--- src/tick_watchdog_irq_pkg.sv ---
/*
 * Shared constants for the tick counter, prescaler, watchdog, sleep and
 * interrupt control block: register indices, field positions, reset values
 * and timing figures.
 * Assumes a 25 MHz instruction clock and an RC watchdog oscillator whose
 * nominal rate is given below.
 */
// How it works
// - Interrupt status upper four bits always read zero.
// - Timer1 match sets timer1_match_flag, bit 3; software clears it.
// - Serial transfer done sets serial_done_flag, bit 2; software clears it.
// - Falling edge on ext_irq_pin_n sets ext_irq_flag, bit 1.
// - Tick counter overflow sets tick_overflow_flag, bit 0.
// - Writes to interrupt status can only clear flags, never set them.
// - Reading interrupt status returns flags ANDed with the mask.
// - A source requests only when its mask bit and global_irq_en are both set; mask bits 7..4 unused.
// - global_irq_en ignores control writes; set by enable/return, cleared by disable.
// - Core control bits 3..0 and 7 read/write; bits 5 and 4 read zero.
// - The prescaler serves tick counter when assign is 0, watchdog when 1.
// - 8-bit prescaler; code n divides tick by 2^(n+1), watchdog by 2^n.
// - Writing tick counter clears the prescaler when assigned to it.
// - Watchdog clear or sleep clears watchdog and its assigned prescaler.
// - Tick counter is 8 bits; counts every instruction cycle unscaled when the prescaler is on the watchdog.
// - An enabled watchdog time-out resets the device, awake or asleep.
// - Watchdog counts on its own RC oscillator, also while asleep.
// - watchdog_run_en enables the watchdog only when watchdog_fuse is 1.
// - Unscaled watchdog time-out is about 18 ms of the RC time base.
// - Wake falling edge sets osc_run_ctrl; its fall stops, its rise restarts oscillator.
// - Every wake-up runs the start-up timer; fuse 1 re-enables the watchdog.
// - wake_function_disable at 0 enables pin wake-up, at 1 disables it.
// - timeout_flag set by sleep, watchdog clear and power-up; cleared by time-out.
// - powerdown_flag set at power-up and watchdog clear; cleared by sleep.
`default_nettype none

package tick_watchdog_irq_pkg;

	// Register word indices; byte address is four times the index
	localparam logic [5:0] IDX_TICK_COUNTER = 6'h01;
	localparam logic [5:0] IDX_CORE_CONTROL = 6'h02;
	localparam logic [5:0] IDX_RESET_STATUS = 6'h03;
	localparam logic [5:0] IDX_WATCHDOG_SLEEP = 6'h0e;
	localparam logic [5:0] IDX_IRQ_MASK = 6'h0f;
	localparam logic [5:0] IDX_IRQ_STATUS = 6'h3f;

	// Field positions and writable masks
	localparam int FLAG_W = 4;
	localparam int FLAG_TICK = 0;
	localparam int FLAG_EXT = 1;
	localparam int FLAG_SERIAL = 2;
	localparam int FLAG_TIMER1 = 3;
	localparam int CC_GLOBAL_IRQ = 6;
	localparam int CC_PULLUP_DIS = 7;
	localparam int CC_ASSIGN = 3;
	localparam int CC_RATIO_LO = 0;
	localparam logic [7:0] CC_RW_MASK = 8'h8f;
	localparam int WSC_WAKE_DIS = 0;
	localparam int WSC_ROPTION = 3;
	localparam int WSC_OSC_RUN = 4;
	localparam int WSC_RUN_EN = 5;
	localparam int WSC_OPEN_DRAIN = 6;
	localparam logic [7:0] WSC_RW_MASK = 8'h79;
	localparam int RS_POWERDOWN = 3;
	localparam int RS_TIMEOUT = 4;

	// Reset values
	localparam logic [7:0] CC_RESET = 8'h00;
	localparam logic [7:0] WSC_RESET = 8'h10;
	localparam logic [7:0] TICK_RESET = 8'h00;
	localparam logic [3:0] MASK_RESET = 4'h0;

	// Timing: watchdog period in its own unit and RC base rate
	localparam int CLK_HZ = 25_000_000;
	localparam int WDT_TIMEOUT_US = 18_000;
	localparam int WDT_OSC_KHZ = 1_000;
	localparam int WDT_TIMEOUT_TICKS_DEF = WDT_TIMEOUT_US * WDT_OSC_KHZ / 1_000;
	localparam int STARTUP_CYCLES_DEF = 512;

	// Power state of the core
	typedef enum logic [1:0] {
		ST_RUN = 2'b00,
		ST_SLEEP = 2'b01,
		ST_DEEP_SLEEP = 2'b10,
		ST_STARTUP = 2'b11
	} power_state_e;

endpackage : tick_watchdog_irq_pkg

`default_nettype wire

--- src/pin_sync_edge.sv ---
/*
 * Two-flop synchroniser with edge detection for one asynchronous level.
 * Assumes the input changes slower than half the clock rate.
 */
`default_nettype none

module pin_sync_edge #(
	parameter logic IDLE = 1'b0
) (
	input wire logic clk,
	input wire logic rst,
	input wire logic din,
	output logic level,
	output logic rise,
	output logic fall
);

	logic meta_q;
	logic sync_q;
	logic prev_q;

	// Only the second stage and later are looked at
	always_ff @(posedge clk or posedge rst)
	begin
		if (rst)
		begin
			meta_q <= IDLE;
			sync_q <= IDLE;
			prev_q <= IDLE;
		end
		else
		begin
			meta_q <= din;
			sync_q <= meta_q;
			prev_q <= sync_q;
		end
	end

	// Edges pulse for one cycle, in the same cycle the synchronised level changes
	assign level = sync_q;
	assign rise = sync_q & ~prev_q;
	assign fall = ~sync_q & prev_q;

endmodule // pin_sync_edge

`default_nettype wire

--- src/tick_watchdog_irq_ctrl.sv ---
/*
 * Tick counter, shared prescaler, watchdog, sleep/oscillator control and
 * interrupt flag/mask registers behind an Avalon-MM slave with one wait state.
 * Assumes the instruction decoder pulses the op inputs for one cycle, that
 * timer1_match and serial_done are one-cycle pulses on clk, and that the
 * system drives rst from watchdog_reset.
 */
// The Avalon-MM slave port was chosen for this implementation.
`default_nettype none

module tick_watchdog_irq_ctrl
	import tick_watchdog_irq_pkg::*;
#(
	parameter int WDT_TIMEOUT_COUNT = WDT_TIMEOUT_TICKS_DEF,
	parameter int WDT_W = 16,
	parameter int STARTUP_COUNT = STARTUP_CYCLES_DEF,
	parameter int STARTUP_W = 16
) (
	input wire logic clk,
	input wire logic rst,
	input wire logic [7:0] address,
	input wire logic [3:0] byteenable,
	input wire logic read,
	input wire logic write,
	input wire logic [31:0] writedata,
	output logic [31:0] readdata,
	output logic waitrequest,
	input wire logic disable_irq_op,
	input wire logic enable_irq_op,
	input wire logic return_irq_op,
	input wire logic watchdog_clear_op,
	input wire logic sleep_op,
	input wire logic timer1_match,
	input wire logic serial_done,
	input wire logic ext_irq_pin_n,
	input wire logic wake_pin_n,
	input wire logic wdt_osc,
	input wire logic watchdog_fuse,
	output logic irq_request,
	output logic global_irq_en,
	output logic watchdog_reset,
	output logic core_run,
	output logic osc_enable,
	output logic pullup_disable,
	output logic open_drain_en,
	output logic roption_en
);

	logic ack_q;
	logic [31:0] readdata_q;
	logic [FLAG_W-1:0] flags_q;
	logic [FLAG_W-1:0] flags_d;
	logic [FLAG_W-1:0] mask_q;
	logic [7:0] cc_q;
	logic gie_q;
	logic [7:0] wsc_q;
	logic [7:0] wsc_d;
	logic [7:0] tick_q;
	logic [7:0] psc_q;
	logic [WDT_W-1:0] wdt_q;
	logic wdt_rst_q;
	logic timeout_q;
	logic powerdown_q;
	logic [STARTUP_W-1:0] startup_cnt_q;
	power_state_e state_q;
	power_state_e state_d;

	// Pin inputs cross into clk through two flops each
	logic ext_fall;
	logic wake_fall;
	logic osc_rise;

	pin_sync_edge #(.IDLE(1'b1)) u_ext (
		.clk(clk),
		.rst(rst),
		.din(ext_irq_pin_n),
		.level(),
		.rise(),
		.fall(ext_fall)
	);

	pin_sync_edge #(.IDLE(1'b1)) u_wake (
		.clk(clk),
		.rst(rst),
		.din(wake_pin_n),
		.level(),
		.rise(),
		.fall(wake_fall)
	);

	pin_sync_edge #(.IDLE(1'b0)) u_wdt_osc (
		.clk(clk),
		.rst(rst),
		.din(wdt_osc),
		.level(),
		.rise(osc_rise),
		.fall()
	);

	// Bus decode; a write lands at the edge where waitrequest is low
	wire req = read | write;
	wire [5:0] idx = address[7:2];
	wire wr_fire = write & ack_q & byteenable[0];
	wire [7:0] wdat = writedata[7:0];
	wire wr_tick = wr_fire & (idx == IDX_TICK_COUNTER);
	wire wr_cc = wr_fire & (idx == IDX_CORE_CONTROL);
	wire wr_wsc = wr_fire & (idx == IDX_WATCHDOG_SLEEP);
	wire wr_mask = wr_fire & (idx == IDX_IRQ_MASK);
	wire wr_status = wr_fire & (idx == IDX_IRQ_STATUS);
	assign waitrequest = req & ~ack_q;

	// Read multiplexer; unmapped indices read zero
	wire [7:0] rd_status = {4'h0, flags_q & mask_q};
	wire [7:0] rd_cc = (cc_q & CC_RW_MASK) | (8'(gie_q) << CC_GLOBAL_IRQ);
	wire [7:0] rd_rs = (8'(timeout_q) << RS_TIMEOUT) | (8'(powerdown_q) << RS_POWERDOWN);
	wire [7:0] rd_mux =
		(idx == IDX_IRQ_STATUS) ? rd_status :
		(idx == IDX_CORE_CONTROL) ? rd_cc :
		(idx == IDX_TICK_COUNTER) ? tick_q :
		(idx == IDX_RESET_STATUS) ? rd_rs :
		(idx == IDX_WATCHDOG_SLEEP) ? (wsc_q & WSC_RW_MASK) :
		(idx == IDX_IRQ_MASK) ? {4'h0, mask_q} : 8'h00;

	// Prescaler routing and tap selection
	wire running = (state_q == ST_RUN);
	wire to_wdt = cc_q[CC_ASSIGN];
	wire [2:0] ratio = cc_q[CC_RATIO_LO +: 3];
	wire [8:0] tick_mask9 = (9'h002 << ratio) - 9'h001;
	wire [8:0] wdt_mask9 = (9'h001 << ratio) - 9'h001;
	wire [7:0] tick_mask = tick_mask9[7:0];
	wire [7:0] wdt_mask = wdt_mask9[7:0];
	wire psc_src = to_wdt ? osc_rise : running;
	wire psc_tap = to_wdt ? ((psc_q & wdt_mask) == wdt_mask) :
		((psc_q & tick_mask) == tick_mask);
	wire psc_fire = psc_src & psc_tap;
	wire wdt_clear = watchdog_clear_op | sleep_op;
	wire psc_clear = (wr_tick & ~to_wdt) | (wdt_clear & to_wdt);

	// Tick counter steps every running cycle, or on prescaler output
	wire tick_inc = to_wdt ? running : psc_fire;
	wire tick_wrap = tick_inc & (tick_q == 8'hff);

	// Watchdog steps on RC edges, or on prescaler output
	wire wdt_en = watchdog_fuse & wsc_q[WSC_RUN_EN];
	wire wdt_inc = wdt_en & (to_wdt ? psc_fire : osc_rise);
	wire wdt_last = (wdt_q == WDT_W'(WDT_TIMEOUT_COUNT - 1));
	wire wdt_timeout = wdt_inc & wdt_last & ~wdt_clear;

	// Hardware events that raise interrupt flags
	wire [FLAG_W-1:0] flag_set = {timer1_match, serial_done, ext_fall, tick_wrap};

	// Wake and oscillator transitions
	wire wake_ev = wake_fall & ~wsc_q[WSC_WAKE_DIS];
	wire osc_fall = wsc_q[WSC_OSC_RUN] & ~wsc_d[WSC_OSC_RUN];
	wire osc_up = ~wsc_q[WSC_OSC_RUN] & wsc_d[WSC_OSC_RUN];
	wire startup_done = (startup_cnt_q == STARTUP_W'(STARTUP_COUNT - 1));

	// Writes only clear; a set in the same cycle wins
	always_comb
	begin
		flags_d = wr_status ? (flags_q & wdat[FLAG_W-1:0]) : flags_q;
		flags_d = flags_d | flag_set;
	end

	// Watchdog/sleep control; hardware set of osc_run_ctrl wins over a clear
	always_comb
	begin
		wsc_d = wr_wsc ? (wdat & WSC_RW_MASK) : wsc_q;
		if (wake_ev)
		begin
			wsc_d[WSC_OSC_RUN] = 1'b1;
		end
		if (watchdog_fuse && ((state_q == ST_SLEEP && wake_ev) ||
			(state_q == ST_DEEP_SLEEP && wsc_d[WSC_OSC_RUN] && !wsc_q[WSC_OSC_RUN])))
		begin
			wsc_d[WSC_RUN_EN] = 1'b1;
		end
	end

	// Power state transitions
	always_comb
	begin
		state_d = state_q;
		case (state_q)
			ST_RUN:
			begin
				if (osc_fall)
					state_d = ST_DEEP_SLEEP;
				else if (sleep_op)
					state_d = ST_SLEEP;
			end
			ST_SLEEP:
			begin
				if (wake_ev)
					state_d = ST_STARTUP;
				else if (osc_fall)
					state_d = ST_DEEP_SLEEP;
			end
			ST_DEEP_SLEEP:
			begin
				if (wake_ev | osc_up)
					state_d = ST_STARTUP;
			end
			ST_STARTUP:
			begin
				if (startup_done)
					state_d = ST_RUN;
			end
			default:
			begin
				state_d = ST_RUN;
			end
		endcase
	end

	// Bus handshake and read data capture
	always_ff @(posedge clk or posedge rst)
	begin
		if (rst)
		begin
			ack_q <= 1'b0;
			readdata_q <= 32'h0000_0000;
		end
		else
		begin
			ack_q <= req & ~ack_q;
			if (read & ~ack_q)
				readdata_q <= {24'h00_0000, rd_mux};
		end
	end

	// Interrupt flags and mask
	always_ff @(posedge clk or posedge rst)
	begin
		if (rst)
		begin
			flags_q <= '0;
			mask_q <= MASK_RESET;
		end
		else
		begin
			flags_q <= flags_d;
			if (wr_mask)
				mask_q <= wdat[FLAG_W-1:0];
		end
	end

	// Core control; the global enable follows only the ops
	always_ff @(posedge clk or posedge rst)
	begin
		if (rst)
		begin
			cc_q <= CC_RESET;
			gie_q <= 1'b0;
		end
		else
		begin
			if (wr_cc)
				cc_q <= wdat & CC_RW_MASK;
			if (enable_irq_op | return_irq_op)
				gie_q <= 1'b1;
			else if (disable_irq_op)
				gie_q <= 1'b0;
		end
	end

	// Watchdog/sleep control register and power state
	always_ff @(posedge clk or posedge rst)
	begin
		if (rst)
		begin
			wsc_q <= WSC_RESET;
			state_q <= ST_RUN;
		end
		else
		begin
			wsc_q <= wsc_d;
			state_q <= state_d;
		end
	end

	// Oscillator start-up timer restarts on every entry to start-up
	always_ff @(posedge clk or posedge rst)
	begin
		if (rst)
			startup_cnt_q <= '0;
		else if (state_q != ST_STARTUP || startup_done)
			startup_cnt_q <= '0;
		else
			startup_cnt_q <= startup_cnt_q + STARTUP_W'(1);
	end

	// Prescaler and tick counter; a tick write beats the increment
	always_ff @(posedge clk or posedge rst)
	begin
		if (rst)
		begin
			psc_q <= 8'h00;
			tick_q <= TICK_RESET;
		end
		else
		begin
			if (psc_clear)
				psc_q <= 8'h00;
			else if (psc_src)
				psc_q <= psc_q + 8'h01;
			if (wr_tick)
				tick_q <= wdat;
			else if (tick_inc)
				tick_q <= tick_q + 8'h01;
		end
	end

	// Watchdog counter and reset pulse; held at zero while disabled
	always_ff @(posedge clk or posedge rst)
	begin
		if (rst)
		begin
			wdt_q <= '0;
			wdt_rst_q <= 1'b0;
		end
		else
		begin
			wdt_rst_q <= wdt_timeout;
			if (wdt_clear | ~wdt_en | wdt_timeout)
				wdt_q <= '0;
			else if (wdt_inc)
				wdt_q <= wdt_q + WDT_W'(1);
		end
	end

	// Reset cause flags; power-up sets both
	always_ff @(posedge clk or posedge rst)
	begin
		if (rst)
		begin
			timeout_q <= 1'b1;
			powerdown_q <= 1'b1;
		end
		else
		begin
			if (wdt_timeout)
				timeout_q <= 1'b0;
			else if (sleep_op | watchdog_clear_op)
				timeout_q <= 1'b1;
			if (watchdog_clear_op)
				powerdown_q <= 1'b1;
			else if (sleep_op)
				powerdown_q <= 1'b0;
		end
	end

	// Outputs; the request is gated by mask and global enable
	assign readdata = readdata_q;
	assign irq_request = gie_q & (|(flags_q & mask_q));
	assign global_irq_en = gie_q;
	assign watchdog_reset = wdt_rst_q;
	assign core_run = running;
	assign osc_enable = (state_q != ST_DEEP_SLEEP);
	assign pullup_disable = cc_q[CC_PULLUP_DIS];
	assign open_drain_en = wsc_q[WSC_OPEN_DRAIN];
	assign roption_en = wsc_q[WSC_ROPTION];

endmodule // tick_watchdog_irq_ctrl

`default_nettype wire

--- config.mk ---
export PLATFORM = sky130hd
export DESIGN_NAME = tick_watchdog_irq_ctrl
export DESIGN_NICKNAME = d
export VERILOG_FILES = /design/src/tick_watchdog_irq_pkg.sv /design/src/pin_sync_edge.sv /design/src/tick_watchdog_irq_ctrl.sv
export SDC_FILE = /design/constraint.sdc
export NUM_CORES = 1
export LEC_CHECK = 0
export BUFFER_PORTS_ARGS = -buffer_cell sky130_fd_sc_hd__buf_2
export CAP_MARGIN = 20
export CORE_ASPECT_RATIO = 1.2
export CORE_MARGIN = 1.5
export CORE_UTILIZATION = 45
export CTS_BUF_LIST = sky130_fd_sc_hd__clkbuf_16
export CTS_CLUSTER_DIAMETER = 100
export DETAILED_ROUTE_END_ITERATION = 16
export PLACE_DENSITY_LB_ADDON = 0.25
export SETUP_SLACK_MARGIN = 0.4
export SYNTH_ARGS = -nofsm -noshare
export SYNTH_HDL_FRONTEND = slang
export SYNTH_SLANG_ARGS = --single-unit
--- constraint.sdc ---
create_clock -name clk -period 2.4 [get_ports clk]
set_clock_uncertainty 0.2 [all_clocks]
set_input_delay 0 -clock clk [delete_from_list [all_inputs] [get_ports clk]]
set_output_delay 0 -clock clk [all_outputs]
set_load 0.02 [all_outputs]
==> results of run 1 <==
layout by cell type, fill, tap and decap left out, types with 8 or more instances in the layout:
cell / netlist / layout
a21oi_1: 23 / 14
a21oi_2: 0 / 9
and3_1: 15 / 14
buf_2: 1 / 46
buf_4: 24 / 26
clkbuf_16: 0 / 9
conb_1: 1 / 24
dfrtp_1: 81 / 76
dfstp_2: 9 / 9
dlygate4sd3_1: 0 / 25
inv_1: 14 / 14
mux2_2: 11 / 10
nand2_1: 44 / 44
nand3_1: 28 / 27
nand4_1: 13 / 13
nor2_1: 62 / 55
o21ai_0: 30 / 27
xnor2_1: 8 / 8
xor2_1: 27 / 26
sequential cells by signal, summed over array words and instances (netlist names), 4 cells and up:
| register | flops |
|---|---|
| tick_q | 8 |
| startup_cnt_q | 16 |
| wsc_q | 5 |
| flags_q | 4 |
| cc_q | 5 |
| mask_q | 4 |
| readdata | 8 |
| wdt_q | 16 |
| psc_q | 8 |
power groups by stage:
stage / registers (µW) / clock network, µW / logic, µW
finish: 1980 / 1470 / 1200
detailed placement: 2000 / 0 / 996
global route: 2010 / 1580 / 1330
CTS: 1970 / 1520 / 1150
floorplan: 1930 / 0 / 785
global placement: 1990 / 0 / 975
area by class of cell:
| cell class | instances | area share |
|---|---|---|
| Clock inverter | 7 | 0.0142 |
| Timing Repair Buffer | 105 | 0.132 |
| Inverter | 14 | 0.00939 |
| Tap cell | 126 | 0.0263 |
| Clock buffer | 9 | 0.0376 |
| Sequential cell | 90 | 0.379 |
| Multi-Input combinational cell | 375 | 0.402 |
worst min path at each step:
stage / cells after the start / end
2_1_floorplan: 0 / u_ext.meta_q
3_3_place_gp: 2 / u_wdt_osc.meta_q
3_5_place_dp: 2 / u_wdt_osc.meta_q
4_1_cts: 5 / readdata[4]
5_1_grt: 4 / readdata[4]
6_report: 5 / readdata[4]
through the flow:
| stage | hold WS [ps] | utilization | instances |
|---|---|---|---|
| final | 35.7 | 0.593 | 726 |
| after global routing | 64.3 | 0.593 | 726 |
| after CTS | 13.5 | 0.583 | 724 |
| after detailed placement | -325 | 0.504 | 668 |
| after global placement | -326 | 0.504 | 668 |
| after floorplan | -196 | - | 514 |
worst register-to-register path: cells and delay by family, from the launching register on:
kind / cells / cell delay (ps)
buffers and inverters: 1 / 170
and+or+nand+nor: 3 / 840
DFF: 1 / 430
AOI/OAI and AO/OA: 3 / 480
routing by layer:
metal / vias up / track usage / routed length, µm
li1: 1881 / - / -
met1: 1881 / 0.251 / 4550
met2: 130 / 0.358 / 5520
met3: 31 / 0.0463 / 566
met4: 0 / 0.118 / 434
met5: - / 0 / 0
cells by family after synthesis:
logic type | Yosys count | share of synthesized area
XOR/XNOR | 35 | 0.0649
adder cells (fa/ha/maj) | 9 | 0.0233
AND/OR/NAND/NOR | 205 | 0.216
buffers and inverters | 49 | 0.0614
other | 1 | 0.000794
AO/OA/AOI/OAI | 90 | 0.127
multiplexers | 12 | 0.0283
flip-flops | 90 | 0.479
what timing repair did:
| item | CTS | global route |
|---|---|---|
| buffers inserted | 14 | 2 |
| hold buffers | 25 | 0 |
| gates cloned | 1 | 0 |
| resized for setup | 26 | 26 |
| pin swaps | 7 | 16 |
| endpoints found under the hold margin | 127 | 0 |
| endpoints found under the setup margin | 31 | 37 |
==> impl_metrics.py, run 1 <==
metrics = {
    "critical_path": {
        "required_ps": 2470,
        "r2r_slack_ps": 240,
        "crit_family": "simple AND/OR/NAND/NOR gates",
        "cp_slowest_cell": "dfrtp_2",
        "path_buf_inv": 1,
        "crit_path_start": "cc_q[2]",
        "path_depth": 7,
        "reg2reg_from": "cc_q[2]",
        "cp-endpoint": "wdt_q[12]",
        "r2r.worst_path.cells": 7,
        "cp-start-kind": "flop",
        "crit_top_cell": "a21oi_2",
        "cp_max_fo": 8,
        "cp-end-kind": "flop",
        "path_cells": "nor2b_4 -> o21a_4 -> nor4_2 -> a21oi_2 -> buf_4 -> or3_1 -> a21oi_2",
        "reg2reg_to": "wdt_q[12]",
        "crit_type": "reg2reg",
        "critical_path_arrival_ps": 2230,
        "slowest_delay_ps": 430,
    },
    "logic_synthesis": {
        "yosysTopAreaCell": "dfrtp_1",
        "synth-edff-count": 0,
        "synth_common_cells": "81 x dfrtp_1, 62 x nor2_1, 44 x nand2_1",
        "avgSynthCellArea_um2": 9.62,
        "syn_inst": 491,
        "synth_area_leaders": "dfrtp_1 43%, dfstp_2 5.0%, xor2_1 5.0%",
        "netlist_area_um2": 4720,
        "yosysMostFrequentCell": "dfrtp_1",
        "ys_ff_latch": 90,
        "ys_seq_area_frac": 0.479,
        "ys_types": 61,
        "synthFlopType": "dfrtp_1",
        "yosys_warnings": 0,
        "ys_async_sr_fraction": 1.00,
        "synth_top_area_share": 0.429,
    },
    "timing": {
        "relSlewSlack": 0.562,
        "period_needed_ps": 2160,
        "drv_slew": 0,
        "setup_viol": 0,
        "finalCritPeriodShare": 0.901,
        "finalHoldViolations": 0,
        "tns_ps": 0,
        "fmax_mhz": 463,
        "worst_slack_ps": 238,
        "worst_pin_slew_ps": 657,
        "grt_setup_unrepaired": "yes",
    },
    "power_and_ir_drop": {
        "power_leakage_uw": 0.00264,
        "switching_share": 0.321,
        "p_seq_frac": 0.426,
        "finalPower_uw": 4650,
        "internal_power_uw": 3160,
        "clkPwrFrac": 0.316,
        "p_comb_frac": 0.258,
        "ir_worst_vdd_mv": 0.376,
        "p_switching_uw": 1490,
        "power_density_nw_per_um2": 776,
    },
    "routing": {
        "wl_per_cell_um": 15.2,
        "viasPerCell": 5.40,
        "drtPass1Iterations": 5,
        "routed_wl_mm": 11.1,
        "route.detailed.drc": 0,
        "ant_nets": 0,
        "drt_iter0_drc": 215,
        "route.vias.total": 3923,
    },
    "floorplanning": {
        "rows": 40,
        "initial_utilization": 0.467,
        "die_y_um": 115,
        "ios": 100,
        "die_w_um": 96.5,
        "dieArea_um2": 11100,
        "coreArea_um2": 10100,
    },
    "job": {
        "drv_cap": 0,
    },
    "layout": {
        "nets": 662,
        "diodes": 0,
        "multi_input_area_um2": 2410,
        "ff_latch_area_um2": 2270,
        "stdcell_area_um2": 5990,
        "drive_gt1_frac": 0.267,
        "fill_cells": 836,
        "area_growth_pct": 26.9,
    },
    "placed_design": {
        "dpl_worst_slack_ps": 126,
        "hpwl_mm": 7.50,
        "place_area_um2": 5090,
        "gp_congestion": 0.958,
        "portBuffers": 46,
    },
    "hold_path": {
        "hp-class": "in2reg",
        "hp-start": "address[2]",
    },
    "grt": {
        "antenna_found_initial": 0,
        "grt_first_pass_wirelength_mm": 18.2,
        "grt_max_degree": 53,
        "grt_use_total": 0.214,
        "grt.overflow.total": 0,
        "grt_pass1_vias": 3915,
    },
    "clock_tree": {
        "cts_tree": "built",
        "cts_buffers": 9,
        "clock-root-buffer": "clkbuf_16",
        "clkSlewWorstSetupHoldPaths_ps": 60,
        "htree_levels": 3,
        "clockBufferDepth": 2,
        "cts.sinks": 90,
        "clk-insertion-delay-late_ps": 330,
    },
    "run_status": {
        "outcome": "finished clean",
    },
}
Note: power is estimated with default switching activity, not from simulation.
==> run 2, diff against run 1 <==
SYNTH_HIERARCHICAL = 1   (was not set)
==> impl_metrics.py, run 2 <==
metrics = {
    "routing": {
        "ant_nets": 0,
        "viasPerCell": 5.53,
        "route.vias.total": 3986,
        "drt_iter0_drc": 321,
        "route.detailed.drc": 0,
        "routed_wl_mm": 11.6,
        "drtPass1Iterations": 6,
        "wl_per_cell_um": 16.2,
    },
    "logic_synthesis": {
        "yosys_warnings": 6,
        "syn_inst": 488,
        "avgSynthCellArea_um2": 9.95,
        "netlist_area_um2": 4860,
    },
    "floorplanning": {
        "initial_utilization": 0.462,
        "coreArea_um2": 10500,
        "ios": 100,
        "rows": 41,
        "die_w_um": 97.8,
        "dieArea_um2": 11400,
        "die_y_um": 117,
    },
    "clock_tree": {
        "clkSlewWorstSetupHoldPaths_ps": 70,
        "clk-insertion-delay-late_ps": 350,
        "cts.sinks": 90,
        "cts_tree": "built",
        "clock-root-buffer": "clkbuf_16",
        "clockBufferDepth": 2,
        "cts_buffers": 9,
        "htree_levels": 3,
    },
    "timing": {
        "holdWs_ps": 7.28,
        "grt_setup_unrepaired": "yes",
        "tns_ps": 0,
        "period_needed_ps": 1980,
        "setup_viol": 0,
        "fmax_mhz": 504,
        "drv_slew": 0,
        "finalHoldViolations": 0,
        "relSlewSlack": 0.598,
        "worst_pin_slew_ps": 602,
        "finalCritPeriodShare": 0.826,
    },
    "grt": {
        "grt_pass1_vias": 3913,
        "grt_max_degree": 57,
        "antenna_found_initial": 0,
        "grt_first_pass_wirelength_mm": 19.4,
        "grt_use_total": 0.214,
        "grt.overflow.total": 0,
    },
    "placed_design": {
        "gp_congestion": 0.923,
        "hpwl_mm": 7.80,
        "portBuffers": 46,
    },
    "critical_path": {
        "crit_type": "reg2reg",
        "r2r_slack_ps": 420,
        "critical_path_arrival_ps": 2060,
        "r2r.worst_path.cells": 8,
        "reg2reg_from": "u_wdt_osc/prev_q",
        "reg2reg_to": "wdt_q[4]",
        "cp-start-kind": "flop",
        "cp_max_fo": 7,
        "cp-end-kind": "flop",
        "required_ps": 2480,
    },
    "layout": {
        "nets": 654,
        "drive_gt1_frac": 0.306,
        "area_growth_pct": 25.6,
        "top_regs": "startup_cnt_q (16), wdt_q (16)",
        "mostFrequentLayoutCells": "74 x dfrtp_1, 60 x nor2_1, 48 x buf_2, 35 x nand2_1, 27 x dlygate4sd3_1",
        "final_common_cell": "dfrtp_1",
        "multi_input_area_um2": 2500,
        "ff_latch_area_um2": 2270,
        "diodes": 0,
        "fill_cells": 867,
    },
    "power_and_ir_drop": {
        "power_leakage_uw": 0.00257,
        "power_density_nw_per_um2": 783,
        "ir_worst_vdd_mv": 0.562,
    },
    "hold_path": {
        "hp-class": "in2reg",
        "hp-start": "byteenable[0]",
        "hold_path_end": "wsc_q[4]",
        "whs_path_depth": 4,
    },
    "run_status": {
        "outcome": "finished clean",
    },
    "job": {
        "drv_cap": 0,
    },
}
-- run 2: cell count changes in the layout (fill, tap and decap cells not counted), moves of 6 or more --
cell	before	now
nand3_1	27	15
xnor2_1	8	17
or3_1	7	1
o21ai_0	27	11
nand2_1	44	35
buf_4	26	20
xor2_1	26	19
a21oi_2	9	1
a21oi_1	14	24
-- run 2: how the worst max path moves through the flow --
stage / start / to / slack, ps
after floorplan: state_q[0] / psc_q[7] / 440
after detailed placement: u_wdt_osc/level / wdt_q[9] / 220
after global placement: u_wdt_osc/level / wdt_q[9] / 270
after CTS: u_wdt_osc/prev_q / wdt_q[0] / 380
final: u_wdt_osc/prev_q / wdt_q[4] / 420
after global routing: u_wdt_osc/level / wdt_q[2] / 320
-- run 2: worst max-delay path, stage by stage, from the launching register on --
cell,delay (ps)
dfrtp_1,390
nor2b_4,150
nand3_2,110
a31oi_4,180
o311ai_4,150
buf_6,180
o31a_2,290
o22a_2,190
nor2_2,70
-- run 2: per-layer routing --
metal / vias to the layer above / global-route usage / share of wire
met1: 1947 / 0.270 / 0.42
met4: 0 / 0.0867 / 0.023
met5: - / 0 / 0
met3: 25 / 0.0392 / 0.052
li1: 1866 / - / -
met2: 148 / 0.366 / 0.51
-- run 2: power by group --
| group | leakage (µW) | total (µW) | internal [µW] | switching [µW] |
|---|---|---|---|---|
| clock | 0.000146 | 1430 | 814 | 616 |
| sequential | 0.00112 | 2020 | 1750 | 277 |
| combinational | 0.00130 | 1320 | 596 | 726 |
-- run 2: per-stage QoR --
step                      area, µm²  power (µW)   util  std cells  setup slack, ps
after global routing           6100        5050  0.580        721              319
after CTS                      5940        4660  0.565        712              383
after floorplan                4960        2840      -        511              437
after detailed placement       5210        3140  0.496        663              225
after global placement         5210        3090  0.496        663              269
final                          6100        4770  0.580        721              417
-- run 2: cell type report --
cell class                      count  area share
Sequential cell                    90       0.373
Inverter                           20      0.0129
Tap cell                          129      0.0265
Timing Repair Buffer              104       0.128
Clock inverter                      7      0.0127
Clock buffer                        9      0.0369
Multi-Input combinational cell    362       0.411
-- run 2: repair_timing --
item | in CTS | in global routing
pin swaps | 9 | 21
setup buffers | 4 | 9
hold buffers | 27 | 0
gates cloned | 2 | 0
setup endpoints to repair | 24 | 34
endpoints found under the hold margin | 86 | 0
resized for setup | 25 | 26
==> run 3, diff against run 2 <==
clock period = 2 ns   (was 2.4 ns; I/O delays follow)
==> impl_metrics.py, run 3 (same netlist as run 2, synthesis figures left out) <==
metrics = {
    "run_status": {
        "outcome": "complete, but fails checks",
        "violations": "negative setup slack",
    },
    "placed_design": {
        "gp_congestion": 0.879,
        "dpl_worst_slack_ps": -95.5,
        "dp.cells": 695,
        "portBuffers": 46,
        "hpwl_mm": 8.40,
    },
    "power_and_ir_drop": {
        "power_density_nw_per_um2": 912,
        "ir_worst_vdd_mv": 0.578,
        "power_leakage_uw": 0.00294,
        "finalPower_uw": 6330,
    },
    "layout": {
        "finalNonFillerCells": 765,
        "mostFrequentLayoutCells": "75 x dfrtp_1, 61 x buf_4, 45 x buf_2, 44 x nor2_1, 26 x nand2_1",
        "area_growth_pct": 42.8,
        "diodes": 0,
        "fin_util": 0.660,
        "drive_gt1_frac": 0.432,
        "top_regs": "startup_cnt_q (16), wdt_q (16)",
        "nets": 699,
        "final_common_cell": "dfrtp_1",
    },
    "critical_path": {
        "reg2reg_to": "wdt_q[9]",
        "cp_slowest_cell": "dfrtp_1",
        "r2r_slack_ps": -160,
        "slowest_delay_ps": 390,
        "crit_family": "compound AO/OA/AOI/OAI gates",
        "r2r.worst_path.cells": 8,
        "cp-end-kind": "flop",
        "reg2reg_from": "u_wdt_osc/prev_q",
        "path_cells": "nor2b_4 -> nand3_2 -> a31oi_4 -> o311ai_4 -> nor3_4 -> a21o_1 -> clkbuf_16 -> nor2_2",
        "path_buf_inv": 1,
        "crit_type": "reg2reg",
        "cp_max_fo": 6,
        "critical_path_arrival_ps": 2180,
        "required_ps": 2020,
        "cp-start-kind": "flop",
    },
    "routing": {
        "route.detailed.drc": 0,
        "drtPass1Iterations": 4,
        "wl_per_cell_um": 17.9,
        "route.vias.total": 4199,
        "ant_nets": 0,
        "viasPerCell": 5.49,
        "drt_iter0_drc": 211,
        "routed_wl_mm": 13.7,
    },
    "clock_tree": {
        "cts_tree": "built",
        "clk-insertion-delay-late_ps": 340,
        "clockBufferDepth": 2,
        "clkSlewWorstSetupHoldPaths_ps": 60,
        "clock-root-buffer": "clkbuf_16",
        "cts_buffers": 9,
        "htree_levels": 3,
        "cts.sinks": 90,
    },
    "timing": {
        "worst_pin_slew_ps": 542,
        "relSlewSlack": 0.637,
        "grt_setup_unrepaired": "yes",
        "finalCritPeriodShare": 1.08,
        "setup_viol": 16,
        "fmax_mhz": 464,
        "drv_slew": 0,
        "worst_slack_ps": -155,
        "period_needed_ps": 2160,
        "holdWs_ps": 13.6,
        "finalHoldViolations": 0,
    },
    "grt": {
        "grt_first_pass_wirelength_mm": 20.2,
        "grt_pass1_vias": 4131,
        "grt_max_degree": 44,
        "grt_use_total": 0.223,
        "antenna_found_initial": 0,
        "grt.overflow.total": 0,
    },
    "floorplanning": {
        "dieArea_um2": 11400,
        "die_y_um": 117,
        "die_w_um": 97.8,
        "rows": 41,
        "coreArea_um2": 10500,
        "initial_utilization": 0.462,
        "ios": 100,
    },
    "hold_path": {
        "hp-class": "in2async",
    },
    "job": {
        "drv_cap": 0,
    },
}
run 3: how the worst max path moves through the flow:
stage | cells after the start | from | end | slack [ps]
floorplan | 8 | cc_q[0] | wdt_q[2] | 70
global placement | 7 | u_wdt_osc/prev_q | wdt_q[3] | -90
detailed placement | 8 | u_wdt_osc/prev_q | wdt_q[4] | -100
CTS | 8 | u_wdt_osc/prev_q | timeout_q | -20
global route | 8 | u_wdt_osc/prev_q | wdt_q[9] | -210
finish | 8 | u_wdt_osc/prev_q | wdt_q[9] | -160
run 3: worst min-delay path, delay by kind of cell:
| kind | cells | cell delay [ps] |
|---|---|---|
| buf+inv | 3 | 950 |
run 3: cell type report:
class / count / area (µm²)
clock inverters: 6 / 51.3
repair buffers: 149 / 1210
well taps: 129 / 161
fillers: 793 / 3580
clock buffers: 9 / 225
flip-flops and latches: 90 / 2270
inverters: 20 / 78.8
multi-input cells: 362 / 2930
run 3: power breakdown:
group / internal (µW) / total, µW / switching [µW] / leakage, µW
clock: 944 / 1620 / 674 / 0.000141
combinational: 1090 / 2290 / 1200 / 0.00168
sequential: 2100 / 2420 / 320 / 0.00112
run 3: what timing repair did:
item                                    CTS  global route
endpoints found under the hold margin   130             0
gates cloned                              1             2
hold buffers                             22             0
pin swaps                                49            31
buffers inserted                         13            17
endpoints found under the setup margin   62            62
gates resized for setup                  63            80
run 3: through the flow:
stage / cell area (µm²) / TNS (ps)
after floorplan: 5020 / 0
after detailed placement: 5520 / -730
after global routing: 6940 / -2800
after CTS: 6380 / -82.7
final: 6940 / -1790
after global placement: 5520 / -221
run 3: metal layers:
metal	part of all wire	vias up	track usage
met5	0	-	0
met4	0.018	0	0.0943
met3	0.035	22	0.0249
met2	0.53	100	0.383
met1	0.42	2131	0.290
li1	-	1946	-
